[config.mk]
export PLATFORM = sky130hd
export DESIGN_NAME = sio_term_mapper
export DESIGN_NICKNAME = d
export VERILOG_FILES = /design/src/verilog/sio_term_mapper.v
export VERILOG_INCLUDE_DIRS = /design/src /design/src/verilog
export SDC_FILE = /design/constraint.sdc
export NUM_CORES = 1
export LEC_CHECK = 0
export BUFFER_PORTS_ARGS = -buffer_cell sky130_fd_sc_hd__buf_2
export CAP_MARGIN = 25
export CELL_PAD_IN_SITES_DETAIL_PLACEMENT = 1
export CELL_PAD_IN_SITES_GLOBAL_PLACEMENT = 2
export CORE_MARGIN = 5
export CORE_UTILIZATION = 35
export DETAILED_ROUTE_END_ITERATION = 12
export PLACE_DENSITY_LB_ADDON = 0.1
export RECOVER_POWER = 25
export REMOVE_ABC_BUFFERS = 1
export SLEW_MARGIN = 20
export SYNTH_ARGS = -nofsm -noshare
export SYNTH_HDL_FRONTEND = slang
export SYNTH_SLANG_ARGS = --single-unit
[constraint.sdc]
create_clock -name pclk -period 5.74 [get_ports pclk]
set_input_delay 1.435 -clock pclk [delete_from_list [all_inputs] [get_ports pclk]]
set_output_delay 1.435 -clock pclk [all_outputs]
set_load 0.005 [all_outputs]
[src/verilog/sio_term_map.vh]
// register offsets, function codes, reset values and timing counts for the terminal mapper
`ifndef SIO_TERM_MAP_VH
`define SIO_TERM_MAP_VH
`define SIO_A_IN_FUNC0 12'h000
`define SIO_A_POS_LO 12'h018
`define SIO_A_POS_HI 12'h01c
`define SIO_A_FORCE0 12'h020
`define SIO_A_OUT_FUNC0 12'h040
`define SIO_A_VIN_CTRL 12'h060
`define SIO_A_VIN_STATE 12'h064
`define SIO_A_VOUT_CTRL 12'h068
`define SIO_A_VOUT_STATE 12'h06c
`define SIO_A_VIN_FUNC0 12'h080
`define SIO_A_TRQ_LEVEL 12'h0a0
`define SIO_A_TRQ_HYST 12'h0a4
`define SIO_A_TRQ_POL 12'h0a8
`define SIO_A_ZSP_THR 12'h0ac
`define SIO_A_BRK_DLY 12'h0b0
`define SIO_A_ZPW 12'h0b4
`define SIO_A_SER_FUNC 12'h0b8
`define SIO_A_STATUS 12'h0bc
`define SIO_R_IN_FUNC {16'h0000, 16'h0000, 16'h0004, 16'h0003, 16'h0002, 16'h0001}
`define SIO_R_OUT_FUNC {16'h0012, 16'h0008, 16'h0005, 16'h0003, 16'h0002}
`define SIO_R_TRQ_LEVEL 16'h0064
`define SIO_R_TRQ_HYST 16'h0005
`define SIO_R_ZSP_THR 16'h0005
`define SIO_R_ZPW 16'h0032
`define SIO_ZSP_HYST 17'sd5
`define SIO_F_NULL 7'd0
`define SIO_F_ENABLE 7'd1
`define SIO_F_ALM_CLR 7'd2
`define SIO_F_TRQ_ARR 7'd5
`define SIO_F_ZSP 7'd8
`define SIO_F_BRK 7'd9
`define SIO_F_INDEX 7'd18
`define SIO_CLK_MHZ 250
`define SIO_MS_US 1000
`define SIO_MS_CYC (`SIO_CLK_MHZ * `SIO_MS_US)
`define SIO_US_CYC `SIO_CLK_MHZ
`endif

[src/verilog/sio_term_mapper.v]
// servo terminal mapper: input function decode, status outputs, apb registers
`timescale 1ns/1ps
`include "sio_term_map.vh"
module sio_term_mapper #(
  parameter MS_CYCLES = `SIO_MS_CYC, // cycles per millisecond
  parameter US_CYCLES = `SIO_US_CYC // cycles per microsecond
) (
  input wire pclk, // apb clock, 250 MHz
  input wire presetn, // async reset, active low
  input wire psel, // apb select
  input wire penable, // apb enable
  input wire pwrite, // apb direction
  input wire [11:0] paddr, // apb byte address
  input wire [31:0] pwdata, // apb write data
  output wire pready, // apb ready, always high
  output reg [31:0] prdata, // apb read data
  output reg pslverr, // unmapped access
  input wire [3:0] phys_input_n, // input terminals, active low
  input wire signed [15:0] motor_torque, // measured torque, percent
  input wire signed [15:0] motor_speed, // measured speed, r/min
  input wire index_event, // encoder index pulse, one cycle
  input wire [31:0] position_count, // current position
  output reg [3:0] phys_output, // output terminals 1-4
  output reg phys_output_5, // fifth output / differential line
  output reg serial_port_enable, // serial port active
  output reg drive_enable_in, // decoded enable function
  output reg alarm_clear_in, // alarm clear pulse
  output reg torque_arrival_out, // status: torque arrival
  output reg zero_speed_out, // status: zero speed
  output reg brake_release_out, // status: brake release
  output reg index_out // index pulse output
);
  reg [15:0] in_func_q [0:5];
  reg [15:0] out_func_q [0:4];
  reg [15:0] force_q [0:4];
  reg [15:0] vin_func_q [0:7];
  reg [1:0] vin_ctrl_q;
  reg [7:0] vin_state_q;
  reg vout_ctrl_q;
  reg [3:0] vout_state_q;
  reg [15:0] trq_level_q, trq_hyst_q, zsp_thr_q, brk_dly_q, zpw_q;
  reg trq_pol_q, ser_func_q;
  reg [3:0] in_s1_q, in_s2_q;
  reg [11:0] act_q;
  reg enable_q, alarm_clr_q;
  reg [27:0] brk_cnt_q;
  reg [15:0] ms_cnt_q;
  reg [7:0] zp_cnt_q;
  reg [7:0] us_cnt_q;
  wire [11:0] act_d;
  wire en_d, clr_d;
  wire apb_wr = psel & penable & pwrite;
  // one loop index per process, so no variable has two drivers
  integer i;
  integer i_dec;
  integer i_out;
  integer i_rd;

  function [6:0] code_of;
    input [15:0] v;
    begin
      code_of = (v > 16'd99) ? 7'd0 : v[6:0];
    end
  endfunction

  function out_sel;
    input [15:0] v;
    input ta, zs, br, ix, en;
    begin
      case (code_of(v))
        `SIO_F_TRQ_ARR: out_sel = ta;
        `SIO_F_ZSP: out_sel = zs;
        `SIO_F_BRK: out_sel = br;
        `SIO_F_INDEX: out_sel = ix;
        `SIO_F_ENABLE: out_sel = en;
        default: out_sel = 1'b0;
      endcase
    end
  endfunction

  // zero wait states: every register is a flop or a pin, nothing to wait for
  assign pready = 1'b1;

  // input terminals: invert then sync, forcing overrides the pin
  always @(posedge pclk or negedge presetn) begin
    if (!presetn) begin
      in_s1_q <= 4'h0;
      in_s2_q <= 4'h0;
    end else begin
      in_s1_q <= ~phys_input_n;
      in_s2_q <= in_s1_q;
    end
  end

  genvar g;
  generate
    for (g = 0; g < 4; g = g + 1) begin : g_phys
      assign act_d[g] = (vin_ctrl_q != 2'd1) & (in_s2_q[g] | force_q[0][g]);
    end
    for (g = 0; g < 8; g = g + 1) begin : g_virt
      assign act_d[4+g] = (vin_ctrl_q != 2'd0) & vin_state_q[g];
    end
  endgenerate

  // decode every active terminal through its own function code
  reg en_c, clr_c;
  always @* begin
    en_c = 1'b0;
    clr_c = 1'b0;
    for (i_dec = 0; i_dec < 4; i_dec = i_dec + 1) begin
      if (act_d[i_dec] && code_of(in_func_q[i_dec]) == `SIO_F_ENABLE) en_c = 1'b1;
      if (act_d[i_dec] && code_of(in_func_q[i_dec]) == `SIO_F_ALM_CLR) clr_c = 1'b1;
    end
    for (i_dec = 0; i_dec < 8; i_dec = i_dec + 1) begin
      if (act_d[4+i_dec] && code_of(vin_func_q[i_dec]) == `SIO_F_ENABLE) en_c = 1'b1;
      if (act_d[4+i_dec] && code_of(vin_func_q[i_dec]) == `SIO_F_ALM_CLR) clr_c = 1'b1;
    end
  end
  // code 0 never matches any function, so such a terminal is ignored
  assign en_d = en_c;
  assign clr_d = clr_c;

  wire signed [16:0] trq_lv = {1'b0, trq_level_q};
  wire signed [16:0] trq_hy = {1'b0, trq_hyst_q};
  wire signed [16:0] tq = {motor_torque[15], motor_torque};
  wire signed [16:0] tq_abs = tq[16] ? -tq : tq;
  // polarity 0: either direction; 1: positive torque only
  wire signed [16:0] tq_m = trq_pol_q ? tq : tq_abs;
  wire signed [16:0] sp = {motor_speed[15], motor_speed};
  wire signed [16:0] sp_abs = sp[16] ? -sp : sp;
  wire signed [16:0] zs_thr = {1'b0, zsp_thr_q};

  // decode stage is registered so the status word shows what was decoded
  always @(posedge pclk or negedge presetn) begin
    if (!presetn) begin
      act_q <= 12'h000;
      enable_q <= 1'b0;
      alarm_clr_q <= 1'b0;
      drive_enable_in <= 1'b0;
      alarm_clear_in <= 1'b0;
    end else begin
      act_q <= act_d;
      enable_q <= en_d;
      alarm_clr_q <= clr_d;
      drive_enable_in <= en_d;
      // only the inactive-to-active edge clears; a held terminal does nothing more
      alarm_clear_in <= clr_d & ~alarm_clr_q;
    end
  end

  // torque arrival: release band sits below the level so noise cannot chatter it
  always @(posedge pclk or negedge presetn) begin
    if (!presetn) begin
      torque_arrival_out <= 1'b0;
    end else begin
      if (tq_m > trq_lv) begin
        torque_arrival_out <= 1'b1;
      end else if (tq_m <= trq_lv - trq_hy) begin
        torque_arrival_out <= 1'b0;
      end
    end
  end

  // zero speed: threshold is programmable, the release band is fixed
  always @(posedge pclk or negedge presetn) begin
    if (!presetn) begin
      zero_speed_out <= 1'b0;
    end else begin
      if (sp_abs < zs_thr) begin
        zero_speed_out <= 1'b1;
      end else if (sp_abs >= zs_thr + `SIO_ZSP_HYST) begin
        zero_speed_out <= 1'b0;
      end
    end
  end

  // brake delay counted in whole milliseconds from enable
  // limitation: above 65535 cycles per ms every clock cycle counts as one whole ms
  always @(posedge pclk or negedge presetn) begin
    if (!presetn) begin
      brake_release_out <= 1'b0;
      brk_cnt_q <= 28'h0000000;
      ms_cnt_q <= 16'h0000;
    end else begin
      if (!en_d) begin
        brake_release_out <= 1'b0;
        brk_cnt_q <= 28'h0000000;
        ms_cnt_q <= 16'h0000;
      end else if (brk_cnt_q[15:0] >= brk_dly_q) begin
        brake_release_out <= 1'b1;
      end else if (ms_cnt_q == MS_CYCLES[15:0] - 16'd1 || MS_CYCLES > 65535) begin
        ms_cnt_q <= 16'h0000;
        brk_cnt_q <= brk_cnt_q + 28'd1;
      end else begin
        ms_cnt_q <= ms_cnt_q + 16'd1;
      end
    end
  end

  // index width counted in microseconds; a new event restarts the pulse
  always @(posedge pclk or negedge presetn) begin
    if (!presetn) begin
      index_out <= 1'b0;
      zp_cnt_q <= 8'h00;
      us_cnt_q <= 8'h00;
    end else begin
      if (index_event) begin
        index_out <= 1'b1;
        zp_cnt_q <= (zpw_q == 16'h0000) ? 8'd1 : zpw_q[7:0];
        us_cnt_q <= 8'h00;
      end else if (index_out) begin
        if (us_cnt_q == US_CYCLES[7:0] - 8'd1) begin
          us_cnt_q <= 8'h00;
          zp_cnt_q <= zp_cnt_q - 8'd1;
          if (zp_cnt_q <= 8'd1) begin
            index_out <= 1'b0;
          end
        end else begin
          us_cnt_q <= us_cnt_q + 8'd1;
        end
      end
    end
  end

  // output terminals follow the status flops one edge later
  always @(posedge pclk or negedge presetn) begin
    if (!presetn) begin
      phys_output <= 4'h0;
      phys_output_5 <= 1'b0;
      serial_port_enable <= 1'b1;
    end else begin
      for (i_out = 0; i_out < 4; i_out = i_out + 1) begin
        if (vout_ctrl_q) begin
          phys_output[i_out] <= vout_state_q[i_out];
        end else begin
          phys_output[i_out] <= out_sel(out_func_q[i_out], torque_arrival_out,
            zero_speed_out, brake_release_out, index_out, enable_q);
        end
      end
      serial_port_enable <= ~ser_func_q;
      // while the serial port owns the line the fifth output must stay quiet
      if (ser_func_q) begin
        phys_output_5 <= out_sel(out_func_q[4], torque_arrival_out,
          zero_speed_out, brake_release_out, index_out, enable_q);
      end else begin
        phys_output_5 <= 1'b0;
      end
    end
  end

  // apb register file; writes land in the access cycle
  always @(posedge pclk or negedge presetn) begin
    if (!presetn) begin
      for (i = 0; i < 6; i = i + 1)
        in_func_q[i] <= 16'h0000;
      in_func_q[0] <= 16'h0001;
      in_func_q[1] <= 16'h0002;
      in_func_q[2] <= 16'h0003;
      in_func_q[3] <= 16'h0004;
      out_func_q[0] <= 16'h0002;
      out_func_q[1] <= 16'h0003;
      out_func_q[2] <= 16'h0005;
      out_func_q[3] <= 16'h0008;
      out_func_q[4] <= 16'h0012;
      for (i = 0; i < 5; i = i + 1)
        force_q[i] <= 16'h0000;
      for (i = 0; i < 8; i = i + 1)
        vin_func_q[i] <= 16'h0000;
      vin_ctrl_q <= 2'd0;
      vin_state_q <= 8'h00;
      vout_ctrl_q <= 1'b0;
      vout_state_q <= 4'h0;
      trq_level_q <= `SIO_R_TRQ_LEVEL;
      trq_hyst_q <= `SIO_R_TRQ_HYST;
      trq_pol_q <= 1'b0;
      zsp_thr_q <= `SIO_R_ZSP_THR;
      brk_dly_q <= 16'h0000;
      zpw_q <= `SIO_R_ZPW;
      ser_func_q <= 1'b0;
    end else if (apb_wr) begin
      for (i = 0; i < 6; i = i + 1)
        if (paddr == `SIO_A_IN_FUNC0 + 4 * i) in_func_q[i] <= pwdata[15:0];
      for (i = 0; i < 5; i = i + 1) begin
        if (paddr == `SIO_A_OUT_FUNC0 + 4 * i) out_func_q[i] <= pwdata[15:0];
        if (paddr == `SIO_A_FORCE0 + 4 * i) force_q[i] <= pwdata[15:0];
      end
      for (i = 0; i < 8; i = i + 1)
        if (paddr == `SIO_A_VIN_FUNC0 + 4 * i) vin_func_q[i] <= pwdata[15:0];
      // out-of-range values clamp to the top of the legal range rather than wrap
      // code 3 is not a mode, so it falls back to the widest one
      case (paddr)
        `SIO_A_VIN_CTRL: vin_ctrl_q <= (pwdata[1:0] == 2'd3) ? 2'd2 : pwdata[1:0];
        `SIO_A_VIN_STATE: vin_state_q <= pwdata[7:0];
        `SIO_A_VOUT_CTRL: vout_ctrl_q <= pwdata[0];
        `SIO_A_VOUT_STATE: vout_state_q <= pwdata[3:0];
        `SIO_A_TRQ_LEVEL: trq_level_q <= pwdata[15:0];
        `SIO_A_TRQ_HYST: trq_hyst_q <= pwdata[15:0];
        `SIO_A_TRQ_POL: trq_pol_q <= pwdata[0];
        `SIO_A_ZSP_THR: zsp_thr_q <= (pwdata[15:0] > 16'd1000) ? 16'd1000 : pwdata[15:0];
        `SIO_A_BRK_DLY: brk_dly_q <= (pwdata[15:0] > 16'd200) ? 16'd200 : pwdata[15:0];
        `SIO_A_ZPW: zpw_q <= (pwdata[15:0] > 16'd200) ? 16'd200 : pwdata[15:0];
        `SIO_A_SER_FUNC: ser_func_q <= pwdata[0];
        default: ;
      endcase
    end
  end

  // unaligned or unused addresses are refused with an error, never aliased
  function mapped;
    input [11:0] a;
    begin
      mapped = (a[1:0] == 2'b00) && ((a < 12'h018) || (a < 12'h034 && a >= 12'h018) ||
        (a >= 12'h040 && a < 12'h054) || (a >= 12'h060 && a < 12'h070) ||
        (a >= 12'h080 && a < 12'h0c0));
    end
  endfunction

  always @* begin
    prdata = 32'h00000000;
    pslverr = psel & penable & ~mapped(paddr);
    for (i_rd = 0; i_rd < 6; i_rd = i_rd + 1)
      if (paddr == `SIO_A_IN_FUNC0 + 4 * i_rd) prdata = {16'h0000, in_func_q[i_rd]};
    for (i_rd = 0; i_rd < 5; i_rd = i_rd + 1) begin
      if (paddr == `SIO_A_OUT_FUNC0 + 4 * i_rd) prdata = {16'h0000, out_func_q[i_rd]};
      if (paddr == `SIO_A_FORCE0 + 4 * i_rd) prdata = {16'h0000, force_q[i_rd]};
    end
    for (i_rd = 0; i_rd < 8; i_rd = i_rd + 1)
      if (paddr == `SIO_A_VIN_FUNC0 + 4 * i_rd) prdata = {16'h0000, vin_func_q[i_rd]};
    case (paddr)
      `SIO_A_POS_LO: prdata = {16'h0000, position_count[15:0]};
      `SIO_A_POS_HI: prdata = {16'h0000, position_count[31:16]};
      `SIO_A_VIN_CTRL: prdata = {30'h0, vin_ctrl_q};
      `SIO_A_VIN_STATE: prdata = {24'h0, vin_state_q};
      `SIO_A_VOUT_CTRL: prdata = {31'h0, vout_ctrl_q};
      `SIO_A_VOUT_STATE: prdata = {28'h0, vout_state_q};
      `SIO_A_TRQ_LEVEL: prdata = {16'h0000, trq_level_q};
      `SIO_A_TRQ_HYST: prdata = {16'h0000, trq_hyst_q};
      `SIO_A_TRQ_POL: prdata = {31'h0, trq_pol_q};
      `SIO_A_ZSP_THR: prdata = {16'h0000, zsp_thr_q};
      `SIO_A_BRK_DLY: prdata = {16'h0000, brk_dly_q};
      `SIO_A_ZPW: prdata = {16'h0000, zpw_q};
      `SIO_A_SER_FUNC: prdata = {31'h0, ser_func_q};
      `SIO_A_STATUS: prdata = {16'h0000, act_q, brake_release_out, zero_speed_out,
                               torque_arrival_out, enable_q};
      default: ;
    endcase
  end
endmodule

==> key figures <==
Clock tree
  – Total clock sinks: 546
  – Worst-path clk slew: 0.05 ns
  – Clock Path Buffers: 3
  – CTS tree: done
  – H-tree level count: 3
  – Skew-Pair Late Insertion Delay: 0.62 ns
  – CTS buffer count: 68
  – Hold_buf cts: 0
  – Root buffer cell: clkbuf_16

Logic synthesis
  – Seq cells post-synth: 546
  – Post-synth EDFFs: 0
  – Syn. warnings: 0
  – Most used DFF post-synth: dfrtp_1
  – Yosys cell types: 88
  – Top cells by area, synth: dfrtp_1 (44%), mux2_2 (15%), ha_1 (4.5%)
  – Share of the synthesized area in the top cell type: 44.5%
  – Synthesized area per cell: 10.6 sq um
  – Area leader, netlist: dfrtp_1
  – Synth Instances: 2762
  – Count leader, synth: dfrtp_1
  – Share of the yosys chip area belonging to registers: 46.6%
  – Mapped cell area: 29400 sq um
  – Synth async-reset ratio: 100%
  – Synth cell count leaders: dfrtp_1 (522), mux2_2 (392), nand2_1 (211)

Flow run
  – MaxCap Viol Count: 4

GRT
  – Initial antenna violation count: 4
  – Largest net degree at the start of global routing: 120
  – Total gr overflow: 0
  – GRT Util Overall: 29.2%
  – Vias in the first global route: 26699
  – Global-route wire length before repair: 193000 microns

Route
  – Vias per inst: 5.93
  – WL per Instance: 31.6 microns
  – Final WL: 135000 microns
  – ANT nets after route: 0
  – Pre-Repair DR Iteration Count: 6
  – First DRT Iteration DRCs: 2127
  – Via count: 25292
  – DRC: 0

Die
  – I/O Pins: 164
  – Die height: 300 microns
  – Initial Utilization: 35.2%
  – Die width: 300 microns
  – CORE AREA: 83400 sq um
  – Std cell rows: 106
  – Die area: 89800 sq um

Layout
  – Area of the multi-input gates: 15100 sq um
  – Fraction of layout cells with a size suffix above 1: 33.4%
  – Fill cells: 9150
  – P&R area growth vs syn: 23.1%
  – Nets: 3352
  – Util after Layout: 43.3%
  – Post-route cell area: 36100 sq um
  – Sequential Area: 13700 sq um

Critical path
  – Worst Path Arrival: 4.32 ns
  – Worst Setup Start Kind: input pin
  – Crit-path max FO: 6
  – Worst path required time: 4.30 ns
  – Crit path kind: in -> out
  – Crit. End Element: output pin

Timing
  – Fmax: 0.174 GHz
  – Worst slew pin tran: 2.52 ns
  – Final period util: 100%
  – Final setup fails: 2
  – Setup TNS: -0.0166 ns
  – RSZ-0062 raised after global routing: yes
  – Crit path time final: 5.75 ns
  – Skew final: 0.0274 ns
  – Relative max-transition margin: -68.2%
  – Worst Slack Setup Final: -0.0139 ns
  – Hold Vio Cnt, Final: 0
  – Slew Viols, Final: 349
  – Hold slack: 0.347 ns

Worst hold path
  – HP Class: reg -> reg

Place
  – Final GP Congestion: 0.971
  – Port Buf Inserts: 130
  – Placed Area: 33100 sq um
  – DPL Wire Length: 101000 microns

Run status
  – Failing checks: capacitance limit, slew limit, setup timing
  – Status: finished with violations

Power and ir drop
  – Max VDD drop: 0.243 mV
  – Pwr/cell area: 252 nW/um^2
  – Total power draw: 9120 uW
  – Lkg Pwr: 0.0170 uW
==> state kept, by name, indices dropped and copies added, names as in the netlist, 2 cells and up <==
name and cells:
act_q 12, brk_cnt_q 16, brk_dly_q 16, force_q 80, in_func_q 96, in_s1_q 4, in_s2_q 4, out_func_q 80
phys_output 4, trq_hyst_q 16, trq_level_q 16, us_cnt_q 8, vin_ctrl_q 2, vin_func_q 128, vin_state_q 8, vout_state_q 4
zp_cnt_q 8, zpw_q 16, zsp_thr_q 16
==> area by class of cell <==
cell class	count	share of cell area, %
clock buffers	101	5.55
well taps	1080	3.74
clock inverters	22	1.06
diodes	2	0.0139
flip-flops and latches	546	37.9
repair buffers	444	8.94
multi-input cells	1963	41.7
inverters	104	1.08
==> worst max-delay path, cell delays in order <==
cell and delay, ns:
buf_4 0.16, buf_4 0.16, or4b_4 0.57, nor3_4 0.29
a2bb2oi_2 0.10, nand3_2 0.16, a221oi_4 0.10, o211ai_1 0.41
buf_4 0.22, a21oi_4 0.06, o31a_1 0.26, o21ai_2 0.22
buf_2 0.16
==> cell families (layout without fill, tap and decap cells) <==
group	count (synthesis)	after routing	share of synthesized area, %
and+or+nand+nor	768	768	13.5
AOI/OAI and AO/OA	589	589	13.6
DFF	546	546	46.6
muxes	408	408	15.6
buffers and inverters	269	671	3.82
adders and majority gates	107	107	4.59
xor gates and xnor gates	73	73	2.18
other	2	20	0.0256
==> timing repair <==
item / 4_1_cts / 5_1_grt
pin swaps: 28 / 27
resized for setup: 58 / 62
setup buffers: 11 / 10
endpoints found under the setup margin: 16 / 16
endpoints found under the hold margin: 0 / 0
==> stage by stage <==
stage               setup WS (ns)  cells
global route              -0.0782   4260
detailed placement         -0.445   4117
CTS                     0.0000613   4250
floorplan                   0.253   2613
global placement           -0.403   4117
finish                    -0.0139   4262
==> worst paths after layout <==
kind                       depth (start not counted)                              to                 startpoint  slack, ns
max                                               13                       prdata[2]                   paddr[3]      -0.01
min                                                0            in_s2_q[0]$_DFF_PN0_       in_s1_q[0]$_DFF_PN0_       0.35
max reg2reg                                       19  torque_arrival_out$_DFFE_PN0P_  trq_hyst_q[0]$_DFFE_PN1P_       1.64
min reg2reg                                        0            in_s2_q[0]$_DFF_PN0_       in_s1_q[0]$_DFF_PN0_       0.35
max in group asynchronous                          2       in_func_q[81]$_DFFE_PN0P_                    presetn       0.75
min in group asynchronous                          1  torque_arrival_out$_DFFE_PN0P_                    presetn       1.61
==> routing by layer <==
metal	track usage, %	wire (microns)
met1	38.0	57200
met2	50.2	65800
met3	3.74	6120
met4	10.5	5650
met5	0	0
==> power by group <==
part           internal, uW  leakage (uW)  total, uW  switching [uW]
Combinational           173       0.00850        592             419
Sequential             3860       0.00738       3870            10.1
Clock                  2830       0.00116       4650            1820
Total                  6870        0.0170       9120            2250
==> layout by cell type, fill, tap and decap left out, types with 19 or more instances in the layout <==
cell type	instances
o21ai_0	135
nand4_1	38
nor2_1	155
nor2b_1	19
nand3_1	61
o22ai_1	32
buf_2	121
a222oi_1	34
clkbuf_16	68
inv_1	104
or4_1	20
nor4_1	60
dfrtp_1	522
nand2_1	205
a21oi_1	100
nor3_1	51
buf_6	23
a22o_1	19
dfstp_2	24
xnor2_1	55
a221oi_1	30
mux2_2	392
nand2b_1	19
buf_4	282
a22oi_1	65
ha_1	106
No activity file was read; power rests on OpenSTA's default activity.
